## src/core/bridge_pkg.sv

```systemverilog
// constants, register map and field layout of the core to module bus bridge
package bridge_pkg;

    // register indices; byte address on the register bus is four times the index
    localparam logic [15:0] IDX_OFFSET  = 16'hfce0;
    localparam logic [15:0] IDX_DATA    = 16'hfce2;
    localparam logic [15:0] IDX_SELECT  = 16'hfce8;
    localparam logic [15:0] IDX_CONTROL = 16'hfcea;

    // bus widths
    localparam int unsigned APB_AW = 32;
    localparam int unsigned APB_DW = 32;
    localparam int unsigned BYTE_W = 8;
    localparam int unsigned TGT_W  = 3;

    // module select register fields
    localparam int unsigned SEL_CFG_BIT  = 0;
    localparam int unsigned SEL_RTC_BIT  = 1;
    localparam int unsigned SEL_WAKE_BIT = 8;

    // bridge control register fields
    localparam int unsigned CTL_EN_BIT     = 0;
    localparam int unsigned CTL_RDGO_BIT   = 1;
    localparam int unsigned CTL_WRPEND_BIT = 2;
    localparam int unsigned CTL_RTCRST_BIT = 3;

    // one-hot target positions on the module bus
    localparam int unsigned TGT_CFG  = 0;
    localparam int unsigned TGT_RTC  = 1;
    localparam int unsigned TGT_WAKE = 2;

    // offset bit that picks the clock module chip-select pair
    localparam int unsigned RTC_PAIR_BIT = 1;

    // reset values
    localparam logic [15:0] SELECT_RST  = 16'h0000;
    localparam logic [7:0]  CONTROL_RST = 8'h00;
    localparam logic [7:0]  OFFSET_RST  = 8'h00;
    localparam logic [7:0]  DATA_RST    = 8'h00;

    // clock module reset pulse timing
    localparam int unsigned CLK_PERIOD_NS  = 20;
    localparam int unsigned RTC_RST_NS     = 100;
    localparam int unsigned RTC_RST_CYCLES = (RTC_RST_NS + CLK_PERIOD_NS - 1) / CLK_PERIOD_NS;
    localparam int unsigned RST_CNT_W      = 4;

    // byte address of a register index
    function automatic logic [31:0] reg_addr(input logic [15:0] idx);
        reg_addr = {14'h0000, idx, 2'b00};
    endfunction

endpackage

```

## src/core/module_bus_bridge.sv

```systemverilog
// core side control of the bridge to host-controlled modules, apb register slave
`timescale 1ns/100ps
// What this block does
// - select bit 0 lets bridge transfers reach configuration registers.
// - select bit 1 lets bridge transfers reach the clock module.
// - offset bit 1 picks clock chip-select pair 60/61 or 62/63.
// - select bit 8 lets bridge transfers reach the wake-up controller.
// - control bit 0 gates every bridge transfer; resets disabled.
// - writing 1 to read-go sets it and starts a read; 0 does nothing.
// - a read goes to the selected module at the indirect offset.
// - read-go clears when the read ends, data already in the data register.
// - write-pending is read-only, set by a data write, cleared on completion.
// - writing 1 to the clock reset bit sends one reset pulse; 0 ignored.
// - the clock reset bit clears itself when the pulse ends.
// - the offset register holds an 8-bit offset in bits 7-0.
// - a data register write launches the module bus write itself.
module module_bus_bridge (
    // clock and reset
    input  wire logic                            pclk,
    input  wire logic                            presetn,
    // apb slave
    input  wire logic                            psel,
    input  wire logic                            penable,
    input  wire logic                            pwrite,
    input  wire logic [bridge_pkg::APB_AW-1:0]   paddr,
    input  wire logic [bridge_pkg::APB_DW-1:0]   pwdata,
    output logic      [bridge_pkg::APB_DW-1:0]   prdata,
    output logic                                 pready,
    output logic                                 pslverr,
    // internal module bus
    output logic                                 mb_req,
    output logic                                 mb_write,
    output logic      [bridge_pkg::TGT_W-1:0]    mb_target,
    output logic      [bridge_pkg::BYTE_W-1:0]   mb_offset,
    output logic      [bridge_pkg::BYTE_W-1:0]   mb_wdata,
    output logic                                 mb_rtc_pair,
    input  wire logic                            mb_done,
    input  wire logic [bridge_pkg::BYTE_W-1:0]   mb_rdata,
    // clock module reset
    output logic                                 rtc_reset_out
);
    import bridge_pkg::*;

    typedef struct packed {
        logic                cfg_en;
        logic                rtc_en;
        logic                wake_en;
        logic                bridge_en;
        logic                read_go;
        logic                write_pending;
        logic                rtc_mr;
        logic [BYTE_W-1:0]   offset;
        logic [BYTE_W-1:0]   data;
        logic                start_rd;
        logic                start_wr;
        logic                rst_go;
        logic                blk_rd;
        logic                blk_wr;
        logic [APB_DW-1:0]   prdata;
        logic                pready;
        logic                pslverr;
    } bridge_state_type;

    bridge_state_type s_reg;
    bridge_state_type s_next;

    logic                seq_done;
    logic                seq_done_write;
    logic [BYTE_W-1:0]   seq_rdata;
    logic                rst_done;

    // address decode, used only by the access check; the read mux decodes the address itself
    function automatic logic addr_hit(input logic [APB_AW-1:0] a);
        addr_hit = (a == reg_addr(IDX_OFFSET)) || (a == reg_addr(IDX_DATA)) ||
                   (a == reg_addr(IDX_SELECT)) || (a == reg_addr(IDX_CONTROL));
    endfunction

    // read mux; reserved bits always return zero
    function automatic logic [APB_DW-1:0] read_mux(input logic [APB_AW-1:0] a,
                                                    input bridge_state_type st);
        read_mux = '0;
        if (a == reg_addr(IDX_OFFSET)) begin
            read_mux = {24'h00_0000, st.offset};
        end else if (a == reg_addr(IDX_DATA)) begin
            read_mux = {24'h00_0000, st.data};
        end else if (a == reg_addr(IDX_SELECT)) begin
            read_mux = {23'h00_0000, st.wake_en, 6'h00, st.rtc_en, st.cfg_en};
        end else if (a == reg_addr(IDX_CONTROL)) begin
            read_mux = {28'h000_0000, st.rtc_mr, st.write_pending, st.read_go,
                        st.bridge_en};
        end
    endfunction

    logic apb_setup;
    logic apb_wr;
    logic any_sel;
    logic allowed;
    logic allowed_ctl;

    // apb access completes on the edge after pready rises
    assign apb_setup   = psel & ~penable;
    assign apb_wr      = psel & penable & s_reg.pready & pwrite;
    assign any_sel     = s_reg.cfg_en | s_reg.rtc_en | s_reg.wake_en;
    assign allowed     = s_reg.bridge_en & any_sel;
    assign allowed_ctl = pwdata[CTL_EN_BIT] & any_sel;

    // hardware clears first, software sets after, so a set in the same cycle wins
    always_comb begin
        s_next          = s_reg;
        s_next.start_rd = 1'b0;
        s_next.start_wr = 1'b0;
        s_next.rst_go   = 1'b0;
        s_next.blk_rd   = 1'b0;
        s_next.blk_wr   = 1'b0;
        s_next.pready   = 1'b0;
        s_next.pslverr  = 1'b0;
        if (apb_setup) begin
            s_next.pready  = 1'b1;
            s_next.pslverr = ~addr_hit(paddr);
            s_next.prdata  = read_mux(paddr, s_reg);
        end
        if (seq_done && !seq_done_write) begin
            s_next.data    = seq_rdata;
            s_next.read_go = 1'b0;
        end
        if (seq_done && seq_done_write) begin
            s_next.write_pending = 1'b0;
        end
        // a blocked request finishes at once without touching the module bus
        if (s_reg.blk_rd) begin
            s_next.read_go = 1'b0;
        end
        if (s_reg.blk_wr) begin
            s_next.write_pending = 1'b0;
        end
        if (rst_done) begin
            s_next.rtc_mr = 1'b0;
        end
        if (apb_wr) begin
            if (paddr == reg_addr(IDX_OFFSET)) begin
                s_next.offset = pwdata[BYTE_W-1:0];
            end else if (paddr == reg_addr(IDX_DATA)) begin
                s_next.data          = pwdata[BYTE_W-1:0];
                s_next.write_pending = 1'b1;
                s_next.start_wr      = allowed;
                s_next.blk_wr        = ~allowed;
            end else if (paddr == reg_addr(IDX_SELECT)) begin
                s_next.cfg_en  = pwdata[SEL_CFG_BIT];
                s_next.rtc_en  = pwdata[SEL_RTC_BIT];
                s_next.wake_en = pwdata[SEL_WAKE_BIT];
            end else if (paddr == reg_addr(IDX_CONTROL)) begin
                s_next.bridge_en = pwdata[CTL_EN_BIT];
                if (pwdata[CTL_RDGO_BIT]) begin
                    s_next.read_go  = 1'b1;
                    s_next.start_rd = allowed_ctl;
                    s_next.blk_rd   = ~allowed_ctl;
                end
                if (pwdata[CTL_RTCRST_BIT]) begin
                    s_next.rtc_mr = 1'b1;
                    s_next.rst_go = 1'b1;
                end
            end
        end
    end

    // all implemented bits clear on reset
    always_ff @(posedge pclk or negedge presetn) begin
        if (!presetn) begin
            s_reg <= '0;
        end else begin
            s_reg <= s_next;
        end
    end

    // the sequencer holds the target and offset of the transfer it runs
    module_bus_seq u_seq (
        .pclk        (pclk),
        .presetn     (presetn),
        .start_rd    (s_reg.start_rd),
        .start_wr    (s_reg.start_wr),
        .target      ({s_reg.wake_en, s_reg.rtc_en, s_reg.cfg_en}),
        .offset      (s_reg.offset),
        .wdata       (s_reg.data),
        .done        (seq_done),
        .done_write  (seq_done_write),
        .rdata       (seq_rdata),
        .mb_req      (mb_req),
        .mb_write    (mb_write),
        .mb_target   (mb_target),
        .mb_offset   (mb_offset),
        .mb_wdata    (mb_wdata),
        .mb_rtc_pair (mb_rtc_pair),
        .mb_done     (mb_done),
        .mb_rdata    (mb_rdata)
    );

    // reset pulse for the clock module
    rtc_reset_pulser u_pulser (
        .pclk    (pclk),
        .presetn (presetn),
        .start   (s_reg.rst_go),
        .pulse   (rtc_reset_out),
        .done    (rst_done)
    );

    assign prdata  = s_reg.prdata;
    assign pready  = s_reg.pready;
    assign pslverr = s_reg.pslverr;

    // checks
    logic ctl_wr;
    logic data_wr;
    assign ctl_wr  = apb_wr && (paddr == reg_addr(IDX_CONTROL));
    assign data_wr = apb_wr && (paddr == reg_addr(IDX_DATA));

    // a transfer needs its select bit and the bridge enable as the sequencer takes it
    property p_cfg_gate;
        @(posedge pclk) disable iff (!presetn)
        $rose(mb_req) && mb_target[TGT_CFG] |-> $past(s_reg.cfg_en && s_reg.bridge_en);
    endproperty
    a_cfg_gate: assert property (p_cfg_gate) else $error("cfg transfer without enable");

    property p_rtc_gate;
        @(posedge pclk) disable iff (!presetn)
        $rose(mb_req) && mb_target[TGT_RTC] |-> $past(s_reg.rtc_en && s_reg.bridge_en);
    endproperty
    a_rtc_gate: assert property (p_rtc_gate) else $error("rtc transfer without enable");

    // pair choice only matters for the clock module; other targets see 0
    property p_rtc_pair;
        @(posedge pclk) disable iff (!presetn)
        mb_req && mb_target[TGT_RTC] |-> mb_rtc_pair == mb_offset[RTC_PAIR_BIT];
    endproperty
    a_rtc_pair: assert property (p_rtc_pair) else $error("wrong rtc pair");

    property p_wake_gate;
        @(posedge pclk) disable iff (!presetn)
        $rose(mb_req) && mb_target[TGT_WAKE] |-> $past(s_reg.wake_en && s_reg.bridge_en);
    endproperty
    a_wake_gate: assert property (p_wake_gate) else $error("wake transfer without enable");

    property p_bridge_off;
        @(posedge pclk) disable iff (!presetn)
        !s_reg.bridge_en && !mb_req ##1 !s_reg.bridge_en |-> !mb_req;
    endproperty
    a_bridge_off: assert property (p_bridge_off) else $error("transfer while bridge off");

    property p_read_go_zero;
        @(posedge pclk) disable iff (!presetn)
        ctl_wr && !pwdata[CTL_RDGO_BIT] && !s_reg.read_go |=> !s_reg.read_go ##1 !$rose(mb_req);
    endproperty
    a_read_go_zero: assert property (p_read_go_zero) else $error("zero write started read");

    property p_read_offset;
        @(posedge pclk) disable iff (!presetn)
        $rose(mb_req) && !mb_write |-> mb_offset == $past(s_reg.offset);
    endproperty
    a_read_offset: assert property (p_read_offset) else $error("read at wrong offset");

    property p_read_data;
        @(posedge pclk) disable iff (!presetn)
        mb_req && !mb_write && mb_done ##1 seq_done |=>
            !s_reg.read_go && s_reg.data == $past(mb_rdata, 2);
    endproperty
    a_read_data: assert property (p_read_data) else $error("read data not ready at clear");

    property p_pending_set;
        @(posedge pclk) disable iff (!presetn)
        data_wr |=> s_reg.write_pending;
    endproperty
    a_pending_set: assert property (p_pending_set) else $error("write pending not set");

    property p_write_launch;
        @(posedge pclk) disable iff (!presetn)
        data_wr && allowed && !mb_req |-> ##2 mb_req && mb_write;
    endproperty
    a_write_launch: assert property (p_write_launch) else $error("data write not launched");

    property p_rst_pulse;
        @(posedge pclk) disable iff (!presetn)
        $rose(rtc_reset_out) |-> rtc_reset_out [*5] ##1 !rtc_reset_out;
    endproperty
    a_rst_pulse: assert property (p_rst_pulse) else $error("rtc reset pulse length");

    property p_rst_clear;
        @(posedge pclk) disable iff (!presetn)
        $fell(rtc_reset_out) |-> ##1 !s_reg.rtc_mr || $past(ctl_wr);
    endproperty
    a_rst_clear: assert property (p_rst_clear) else $error("rtc reset bit not cleared");

    property p_reserved_zero;
        @(posedge pclk) disable iff (!presetn)
        pready && !pslverr |-> prdata[APB_DW-1:9] == '0;
    endproperty
    a_reserved_zero: assert property (p_reserved_zero) else $error("reserved bits not zero");

    // launch, completion and read-only behaviour of the busy bits
    property p_read_launch;
        @(posedge pclk) disable iff (!presetn)
        ctl_wr && pwdata[CTL_RDGO_BIT] && allowed_ctl && !mb_req |-> ##2 mb_req && !mb_write;
    endproperty
    a_read_launch: assert property (p_read_launch) else $error("read not launched");

    property p_target_copy;
        @(posedge pclk) disable iff (!presetn)
        $rose(mb_req) |-> mb_target == $past({s_reg.wake_en, s_reg.rtc_en, s_reg.cfg_en});
    endproperty
    a_target_copy: assert property (p_target_copy) else $error("wrong target");

    property p_pending_clear;
        @(posedge pclk) disable iff (!presetn)
        seq_done && seq_done_write && !data_wr |=> !s_reg.write_pending;
    endproperty
    a_pending_clear: assert property (p_pending_clear) else $error("pending stuck");

    property p_pending_ro;
        @(posedge pclk) disable iff (!presetn)
        ctl_wr && !s_reg.write_pending |=> !s_reg.write_pending;
    endproperty
    a_pending_ro: assert property (p_pending_ro) else $error("pending set by control");

    property p_blocked_write;
        @(posedge pclk) disable iff (!presetn)
        s_reg.blk_wr |=> !s_reg.write_pending;
    endproperty
    a_blocked_write: assert property (p_blocked_write) else $error("blocked write stuck");

    property p_rst_zero;
        @(posedge pclk) disable iff (!presetn)
        ctl_wr && !pwdata[CTL_RTCRST_BIT] && !s_reg.rtc_mr |=> !s_reg.rtc_mr ##1 !rtc_reset_out;
    endproperty
    a_rst_zero: assert property (p_rst_zero) else $error("zero write started reset");

    // main scenarios: read, write, blocked request, clock reset, upper pair
    c_pair: cover property (@(posedge pclk) disable iff (!presetn) $rose(mb_req) && mb_rtc_pair);
    c_read: cover property (@(posedge pclk) disable iff (!presetn) seq_done && !seq_done_write);
    c_write: cover property (@(posedge pclk) disable iff (!presetn) seq_done && seq_done_write);
    c_blocked: cover property (@(posedge pclk) disable iff (!presetn) s_reg.blk_rd);
    c_rst: cover property (@(posedge pclk) disable iff (!presetn) rst_done);

endmodule

```

## src/core/rtc_reset_pulser.sv

```systemverilog
// fixed-length reset pulse generator for the clock module
`timescale 1ns/100ps
module rtc_reset_pulser (
    // clock and reset
    input  wire logic pclk,
    input  wire logic presetn,
    // request and status
    input  wire logic start,
    output logic      pulse,
    output logic      done
);
    import bridge_pkg::*;

    typedef struct packed {
        logic                 pulse;
        logic                 done;
        logic [RST_CNT_W-1:0] cnt;
    } pulser_state_type;

    pulser_state_type s_reg;
    pulser_state_type s_next;

    // a start while the pulse runs is dropped; the pulse is never stretched
    always_comb begin
        s_next      = s_reg;
        s_next.done = 1'b0;
        if (s_reg.pulse) begin
            if (s_reg.cnt == RST_CNT_W'(RTC_RST_CYCLES - 1)) begin
                s_next.pulse = 1'b0;
                s_next.done  = 1'b1;
            end else begin
                s_next.cnt = s_reg.cnt + 1'b1;
            end
        end else if (start) begin
            s_next.pulse = 1'b1;
            s_next.cnt   = '0;
        end
    end

    always_ff @(posedge pclk or negedge presetn) begin
        if (!presetn) begin
            s_reg <= '0;
        end else begin
            s_reg <= s_next;
        end
    end

    assign pulse = s_reg.pulse;
    assign done  = s_reg.done;

endmodule

```

## src/core/module_bus_seq.sv

```systemverilog
// single-transfer sequencer for the internal module bus
`timescale 1ns/100ps
module module_bus_seq (
    // clock and reset
    input  wire logic                            pclk,
    input  wire logic                            presetn,
    // launch side
    input  wire logic                            start_rd,
    input  wire logic                            start_wr,
    input  wire logic [bridge_pkg::TGT_W-1:0]    target,
    input  wire logic [bridge_pkg::BYTE_W-1:0]   offset,
    input  wire logic [bridge_pkg::BYTE_W-1:0]   wdata,
    output logic                                 done,
    output logic                                 done_write,
    output logic [bridge_pkg::BYTE_W-1:0]        rdata,
    // internal module bus
    output logic                                 mb_req,
    output logic                                 mb_write,
    output logic [bridge_pkg::TGT_W-1:0]         mb_target,
    output logic [bridge_pkg::BYTE_W-1:0]        mb_offset,
    output logic [bridge_pkg::BYTE_W-1:0]        mb_wdata,
    output logic                                 mb_rtc_pair,
    input  wire logic                            mb_done,
    input  wire logic [bridge_pkg::BYTE_W-1:0]   mb_rdata
);
    import bridge_pkg::*;

    typedef enum logic [1:0] {
        ST_IDLE = 2'b01,
        ST_BUSY = 2'b10
    } seq_st_type;

    typedef struct packed {
        seq_st_type          st;
        logic                req;
        logic                write;
        logic [TGT_W-1:0]    target;
        logic [BYTE_W-1:0]   offset;
        logic [BYTE_W-1:0]   wdata;
        logic                pair;
        logic                done;
        logic                done_write;
        logic [BYTE_W-1:0]   rdata;
    } seq_state_type;

    seq_state_type s_reg;
    seq_state_type s_next;

    // request fields are frozen for the whole transfer
    always_comb begin
        s_next      = s_reg;
        s_next.done = 1'b0;
        unique case (s_reg.st)
            ST_IDLE: begin
                if (start_rd || start_wr) begin
                    s_next.st     = ST_BUSY;
                    s_next.req    = 1'b1;
                    s_next.write  = start_wr;
                    s_next.target = target;
                    s_next.offset = offset;
                    s_next.wdata  = wdata;
                    s_next.pair   = target[TGT_RTC] & offset[RTC_PAIR_BIT];
                end
            end
            ST_BUSY: begin
                if (mb_done) begin
                    s_next.st         = ST_IDLE;
                    s_next.req        = 1'b0;
                    s_next.done       = 1'b1;
                    s_next.done_write = s_reg.write;
                    if (!s_reg.write) begin
                        s_next.rdata = mb_rdata;
                    end
                end
            end
        endcase
    end

    always_ff @(posedge pclk or negedge presetn) begin
        if (!presetn) begin
            s_reg    <= '0;
            s_reg.st <= ST_IDLE;
        end else begin
            s_reg <= s_next;
        end
    end

    assign mb_req      = s_reg.req;
    assign mb_write    = s_reg.write;
    assign mb_target   = s_reg.target;
    assign mb_offset   = s_reg.offset;
    assign mb_wdata    = s_reg.wdata;
    assign mb_rtc_pair = s_reg.pair;
    assign done        = s_reg.done;
    assign done_write  = s_reg.done_write;
    assign rdata       = s_reg.rdata;

endmodule

```

## config.mk

```make
export PLATFORM = sky130hd
export DESIGN_NAME = module_bus_bridge
export DESIGN_NICKNAME = d
export VERILOG_FILES = /design/src/core/bridge_pkg.sv /design/src/core/module_bus_bridge.sv /design/src/core/rtc_reset_pulser.sv /design/src/core/module_bus_seq.sv
export SDC_FILE = /design/constraint.sdc
export NUM_CORES = 1
export LEC_CHECK = 0
export ABC_CLOCK_PERIOD_IN_PS = 1690
export BUFFER_PORTS_ARGS = -buffer_cell sky130_fd_sc_hd__buf_2
export CAP_MARGIN = 20
export CORE_ASPECT_RATIO = 0.7
export CORE_MARGIN = 5
export CORE_UTILIZATION = 45
export DETAILED_ROUTE_END_ITERATION = 12
export MAX_ROUTING_LAYER = met4
export PLACE_DENSITY = 0.75
export REMOVE_ABC_BUFFERS = 1
export SLEW_MARGIN = 15
export SYNTH_ARGS = -nofsm -noshare
export SYNTH_HDL_FRONTEND = slang
export SYNTH_SLANG_ARGS = --single-unit
```

## constraint.sdc

```tcl
create_clock -name pclk -period 1.69 [get_ports pclk]
set_clock_uncertainty 0.05 [all_clocks]
set_input_delay 0.2535 -clock pclk [delete_from_list [all_inputs] [get_ports pclk]]
set_output_delay 0.2535 -clock pclk [all_outputs]
set_load 0.005 [all_outputs]
```

==> flow_summary.yaml, run 1 <==
run_status:
  outcome: "finished, violations left"
  violations: "negative setup slack"
power_and_ir_drop:
  finalPower_mw: 4.36
  p_leak_nw: 2.50
  ir_drop_v: 0.000604
  p_per_area_mw_per_mm2: 914
global_routing:
  grt_usage_pct: 17.8
  antenna_found_initial: 0
  grt_max_degree: 43
  grt_pass1_vias: 2733
  overflow: 0
  grt_pass1_wl_um: 13900
hold_path:
  hold_path.class: "primary input to register"
  hold_start: "mb_rdata[2]"
  min_path_cells: 2
floorplanning:
  die_w_um: 120
  fp-row-count: 28
  core_region_area_mm2: 0.00834
  die-height_um: 86.9
  die_area_mm2: 0.0104
  initial_core_util_pct: 45.6
  ios: 135
detailed_routing:
  antenna_left: 0
  drc: 0
  dr.first_iter.drc_count: 125
  wl_per_cell_um: 17.3
  routed_wl_um: 8730
  dr.pass1.iters: 4
  via_per_inst: 5.14
  vias: 2591
synthesis:
  yosys_most_used_dff: "dfrtp_1"
  syn_inst: 304
  synth_async_sr_flop_share_pct: 100
  yosysWarningCount: 0
  syn_area_mm2: 0.00380
  synth_area_per_cell_um2: 12.5
  ys_types: 46
  ys_seq_area_share_pct: 51.4
  synth_edf_count: 0
  synth_seq_cells: 78
critical_path:
  max_stage_delay_ns: 0.56
  critPathLaunch: "paddr[10]"
  critPathKind: "primary input to register"
  worst-path-buf-inv: 2
  end_kind: "register"
  worst_r2r_path_depth: 5
  path_cells: "buf_6, or4bb_4, or4_4, nor4_4, buf_12, mux2_4"
  crit_fanout: 8
  cp_slowest_cell: "or4_4"
  regToRegStartpoint: "pready"
  start_kind: "primary input"
  crit_arrival_ns: 2.12
  cp.depth: 6
  worstPathRequired_ns: 1.85
  rrSetupSlack_ns: 0.05
  crit_family: "simple AND/OR/NAND/NOR gates"
clock_tree:
  insertion_delay_ns: 0.33
  cts_root_buffer: "clkbuf_16"
  h-tree-depth: 3
  numCtsBuffers: 9
  cts.sink_count: 78
  clk_pin_slew_ns: 0.06
  ctsLongestPathBuffers: 2
  cts_tree: "yes"
timing:
  hold_viol_final: 0
  post-route-period-util_pct: 116
  worst_slack_ns: -0.267
  timing.final.max_slew_violations: 0
  fmax_ghz: 0.511
  fin_crit_ns: 1.96
  rsz0062_at_grt: "true"
  worst-slew-pin-transition_ns: 0.529
  setup_viol: 26
  slew_headroom_pct: 64.7
place:
  gp_congestion: 0.836
  port_buffers: 88
  dpl.hpwl_um: 6480
layout:
  largest_reg_flops: 28
  area_growth_pct: 25.3
  post-route-util_pct: 57.1
  fillers: 700
  nNetsFinal: 474
  drive_above_1_share_pct: 44.1
  n_antenna_cell: 0
job:
  maxCapViolCount: 0
## metal layers
layer  track usage [%]  vias up  share of wire (%)  routed length (um)
met4              4.37        0               0.93                  81
met1              22.0     1320                 43                3740
met2              29.4       92                 50                4350
met3              4.81        8                6.3                 553
met5                 -        -                  0                   0
li1                  -     1171                  -                   -
## what timing repair did
action,in CTS,in global routing
hold endpoints to repair,37,0
buffers inserted,2,3
setup endpoints to repair,28,31
hold buffers,1,0
pin swaps,7,4
resized for setup,22,8
## placed cells by master (no fill, tap or decap), types with 7 or more instances in the layout
cell / instances
conb_1: 23
nand2_1: 17
clkbuf_16: 9
dfrtp_1: 77
mux2_1: 39
mux2_4: 16
buf_2: 85
mux2i_1: 7
inv_1: 7
buf_4: 24
## metrics by stage
| step | hold slack, ns | std cells | TNS [ns] | worst slack (ns) | instance area (um2) |
|---|---|---|---|---|---|
| finish | 0.0954 | 504 | -4.52 | -0.267 | 4760 |
| floorplan | -0.0921 | 265 | -19.03 | -0.813 | 3450 |
| global placement | 0.209 | 482 | -16.02 | -0.715 | 4250 |
| detailed placement | 0.214 | 482 | -16.75 | -0.732 | 4250 |
| CTS | 0.0895 | 501 | -4.89 | -0.245 | 4690 |
| global route | 0.0914 | 504 | -5.95 | -0.304 | 4760 |
## worst reg2reg max path, cell delays in order, from the launching register on
cell and delay, ns:
dfrtp_1 0.33, and4_1 0.28, nand2_1 0.12, nor4_4 0.27, buf_12 0.18, mux2_4 0.30
## where the power goes
part	internal, mW	switching [mW]
registers	1.94	0.0464
logic	0.159	0.161
clock network	1.30	0.754
total	3.39	0.962
## path summary, 6_finish.rpt
check / end
max: s_reg[43]
min: u_seq.rdata[2]
max reg2reg: s_reg[43]
min reg2reg: s_reg[55]
max in group asynchronous: u_seq.mb_wdata[5]
min in group asynchronous: prdata[7]
## cells in the mapped netlist, types with 2 or more instances
library cell	count	area, um2
and4_1	3	26.3
a21oi_1	4	20.0
nand4_1	5	31.3
nand3_1	6	30.0
mux2_4	6	90.1
mux2_1	48	541
nand2b_1	5	31.3
o21ai_1	5	25.0
o31ai_1	5	37.5
inv_2	2	7.51
nor3_1	2	10.0
a22oi_1	2	15.0
nor4_2	3	37.5
mux2_2	2	22.5
buf_4	52	390
and3_1	2	12.5
o21ai_0	2	10.0
nand2_1	17	63.8
mux2i_1	7	70.1
or4_4	2	22.5
ha_1	2	25.0
clkbuf_1	4	15.0
buf_1	3	11.3
nor4_4	2	42.5
dfrtp_1	77	1930
nor2_1	6	22.5
inv_1	7	26.3
mux4_2	2	45.0
o22ai_1	2	12.5
nor2b_1	3	18.8
## final cells by class
class	instances	area (um2)	share of cell area, %
clock buffer	9	225	4.73
clock inverter	7	97.6	2.05
timing repair buffer	118	736	15.4
tap	105	131	2.76
multi-input combinational	178	1590	33.3
inverter	9	33.8	0.709
sequential	78	1950	41.0
## cells by family (layout without fill, tap and decap cells)
| logic type | count (synthesis) | after routing | synth area share (%) |
|---|---|---|---|
| flip-flops | 78 | 78 | 51.4 |
| buffers and inverters | 70 | 143 | 12.3 |
| multiplexers | 65 | 65 | 20.2 |
| AND/OR/NAND/NOR | 63 | 63 | 11.1 |
| AO/OA/AOI/OAI | 25 | 25 | 4.25 |
| adder cells (fa/ha/maj) | 2 | 2 | 0.658 |
| other | 1 | 23 | 0.0987 |
Power figures use the tool's default switching activity.
==> inputs of run 2 (changes only) <==
--- a/config.mk
+++ b/config.mk
@@ -15,6 +15,7 @@
 export MAX_ROUTING_LAYER = met4
 export PLACE_DENSITY = 0.75
 export REMOVE_ABC_BUFFERS = 1
+export SETUP_SLACK_MARGIN = 0.2
 export SLEW_MARGIN = 15
 export SYNTH_ARGS = -nofsm -noshare
 export SYNTH_HDL_FRONTEND = slang
==> run 2 against run 1 <==
Against the previous run:
- the run still ends with negative setup slack left
- global-route usage about the same
- sequential power about the same
- register-to-register slack about the same
- hold slack got worse by 0.0037 ns
- fmax increased by 0.22%
- clock-buffer cell count unchanged
- clock power about the same
- flip-flop and latch count unchanged
- critical path type unchanged
- largest cell class unchanged
==> flow_summary.yaml, run 2 (synthesis gave the netlist of run 1 again) <==
run_status:
  outcome: "finished, violations left"
  violations: "negative setup slack"
power_and_ir_drop:
  p_leak_nw: 2.53
  ir_drop_v: 0.000643
  p_per_area_mw_per_mm2: 890
clock_tree:
  clk_pin_slew_ns: 0.06
  h-tree-depth: 3
  numCtsBuffers: 9
  cts_tree: "yes"
  cts.sink_count: 78
  ctsLongestPathBuffers: 2
  cts_root_buffer: "clkbuf_16"
  insertion_delay_ns: 0.33
detailed_routing:
  dr.first_iter.drc_count: 144
  vias: 2634
  via_per_inst: 5.19
  dr.pass1.iters: 4
  routed_wl_um: 9290
  drc: 0
  wl_per_cell_um: 18.3
  antenna_left: 0
layout:
  finalNonFillerCells: 508
  final_cell_mix: "85 x buf_2, 77 x dfrtp_1, 35 x mux2_4"
  design_area_mm2: 0.00492
  drive_above_1_share_pct: 50.9
  area_growth_pct: 29.5
  final_common_cell: "buf_2"
  nNetsFinal: 478
  n_antenna_cell: 0
  largest_reg_flops: 28
timing:
  worst_slack_ns: -0.263
  slew_headroom_pct: 64.2
  fin_tns_setup_ns: -4.53
  timing.final.max_slew_violations: 0
  fin_crit_ns: 1.95
  fmax_ghz: 0.512
  hold_viol_final: 0
  rsz0062_at_grt: "true"
  worst-slew-pin-transition_ns: 0.536
  post-route-period-util_pct: 116
  setup_viol: 25
critical_path:
  crit_arrival_ns: 2.12
  crit_family: "simple AND/OR/NAND/NOR gates"
  cp.depth: 6
  path_cells: "buf_6, or4bb_4, or4_4, nor4_4, buf_12, mux2_4"
  crit_fanout: 8
  cp_slowest_cell: "or4_4"
  critPathKind: "primary input to register"
  worst-path-buf-inv: 2
  start_kind: "primary input"
  end_kind: "register"
  max_stage_delay_ns: 0.56
  worstPathRequired_ns: 1.86
  worst_r2r_path_depth: 5
place:
  dpl.hpwl_um: 6480
  placed_area_mm2: 0.00425
  port_buffers: 88
  dp.cells: 482
  dpl_worst_slack_ns: -0.732
  gp_congestion: 0.836
floorplanning:
  die_area_mm2: 0.0104
  core_region_area_mm2: 0.00834
  ios: 135
  die-height_um: 86.9
  die_w_um: 120
  initial_core_util_pct: 45.6
  fp-row-count: 28
global_routing:
  grt_pass1_wl_um: 13900
  antenna_found_initial: 0
  overflow: 0
  grt_max_degree: 43
  grt_pass1_vias: 2738
  grt_usage_pct: 17.8
hold_path:
  min_path_cells: 2
  hold_path.class: "primary input to register"
job:
  maxCapViolCount: 0
==> run 2: cell count changes in the layout (fill, tap and decap cells not counted), moves of 2 or more <==
cell       before  now
o21ai_2         0    2
mux2_1         39   20
mux2_4         16   35
clkbuf_16       9   11
==> run 2: path summary, 6_finish.rpt <==
path                                     from                end  slack (ns)
worst max-delay path                paddr[10]          s_reg[45]       -0.26
worst max register to register         pready          s_reg[45]        0.04
max in group asynchronous             presetn  u_seq.mb_wdata[5]        0.63
worst min-delay path              mb_rdata[2]     u_seq.rdata[2]        0.09
min in group asynchronous             presetn          prdata[7]        0.40
worst min register to register  u_pulser.done          s_reg[55]        0.40
==> run 2: layer usage <==
| metal | track usage [%] | part of all wire (%) |
|---|---|---|
| met5 | - | 0 |
| met4 | 4.37 | 1.2 |
| met3 | 4.81 | 6.6 |
| met2 | 29.5 | 49 |
| met1 | 22.1 | 44 |
==> run 2: cell type report <==
cell class / count / area (um2)
clock inverter: 7 / 97.6
fill: 684 / 3410
multi-input combinational: 178 / 1680
timing repair buffer: 122 / 805
sequential: 78 / 1950
tap: 105 / 131
clock buffer: 9 / 225
inverter: 9 / 33.8
==> run 2: power by group <==
group | total [mW] | internal [mW] | switching (mW) | leakage, nW
registers | 1.99 | 1.94 | 0.0507 | 1.06
clock network | 2.06 | 1.30 | 0.760 | 0.152
logic | 0.336 | 0.170 | 0.166 | 1.32
total | 4.38 | 3.41 | 0.977 | 2.53
==> run 2: what timing repair did <==
item | CTS | global route
endpoints found under the setup margin | 35 | 58
hold buffers | 1 | 0
pin swaps | 11 | 5
setup buffers | 2 | 4
resized for setup | 24 | 32
gates cloned | 0 | 3
hold endpoints to repair | 37 | 0
==> run 2: metrics by stage <==
stage	hold slack, ns	total power [mW]	utilization [%]
after floorplan	-0.0921	2.13	-
after global placement	0.209	2.30	50.9
after detailed placement	0.214	2.32	50.9
after CTS	0.0895	4.39	56.4
after global routing	0.0853	4.55	59.0
final	0.0916	4.38	59.0
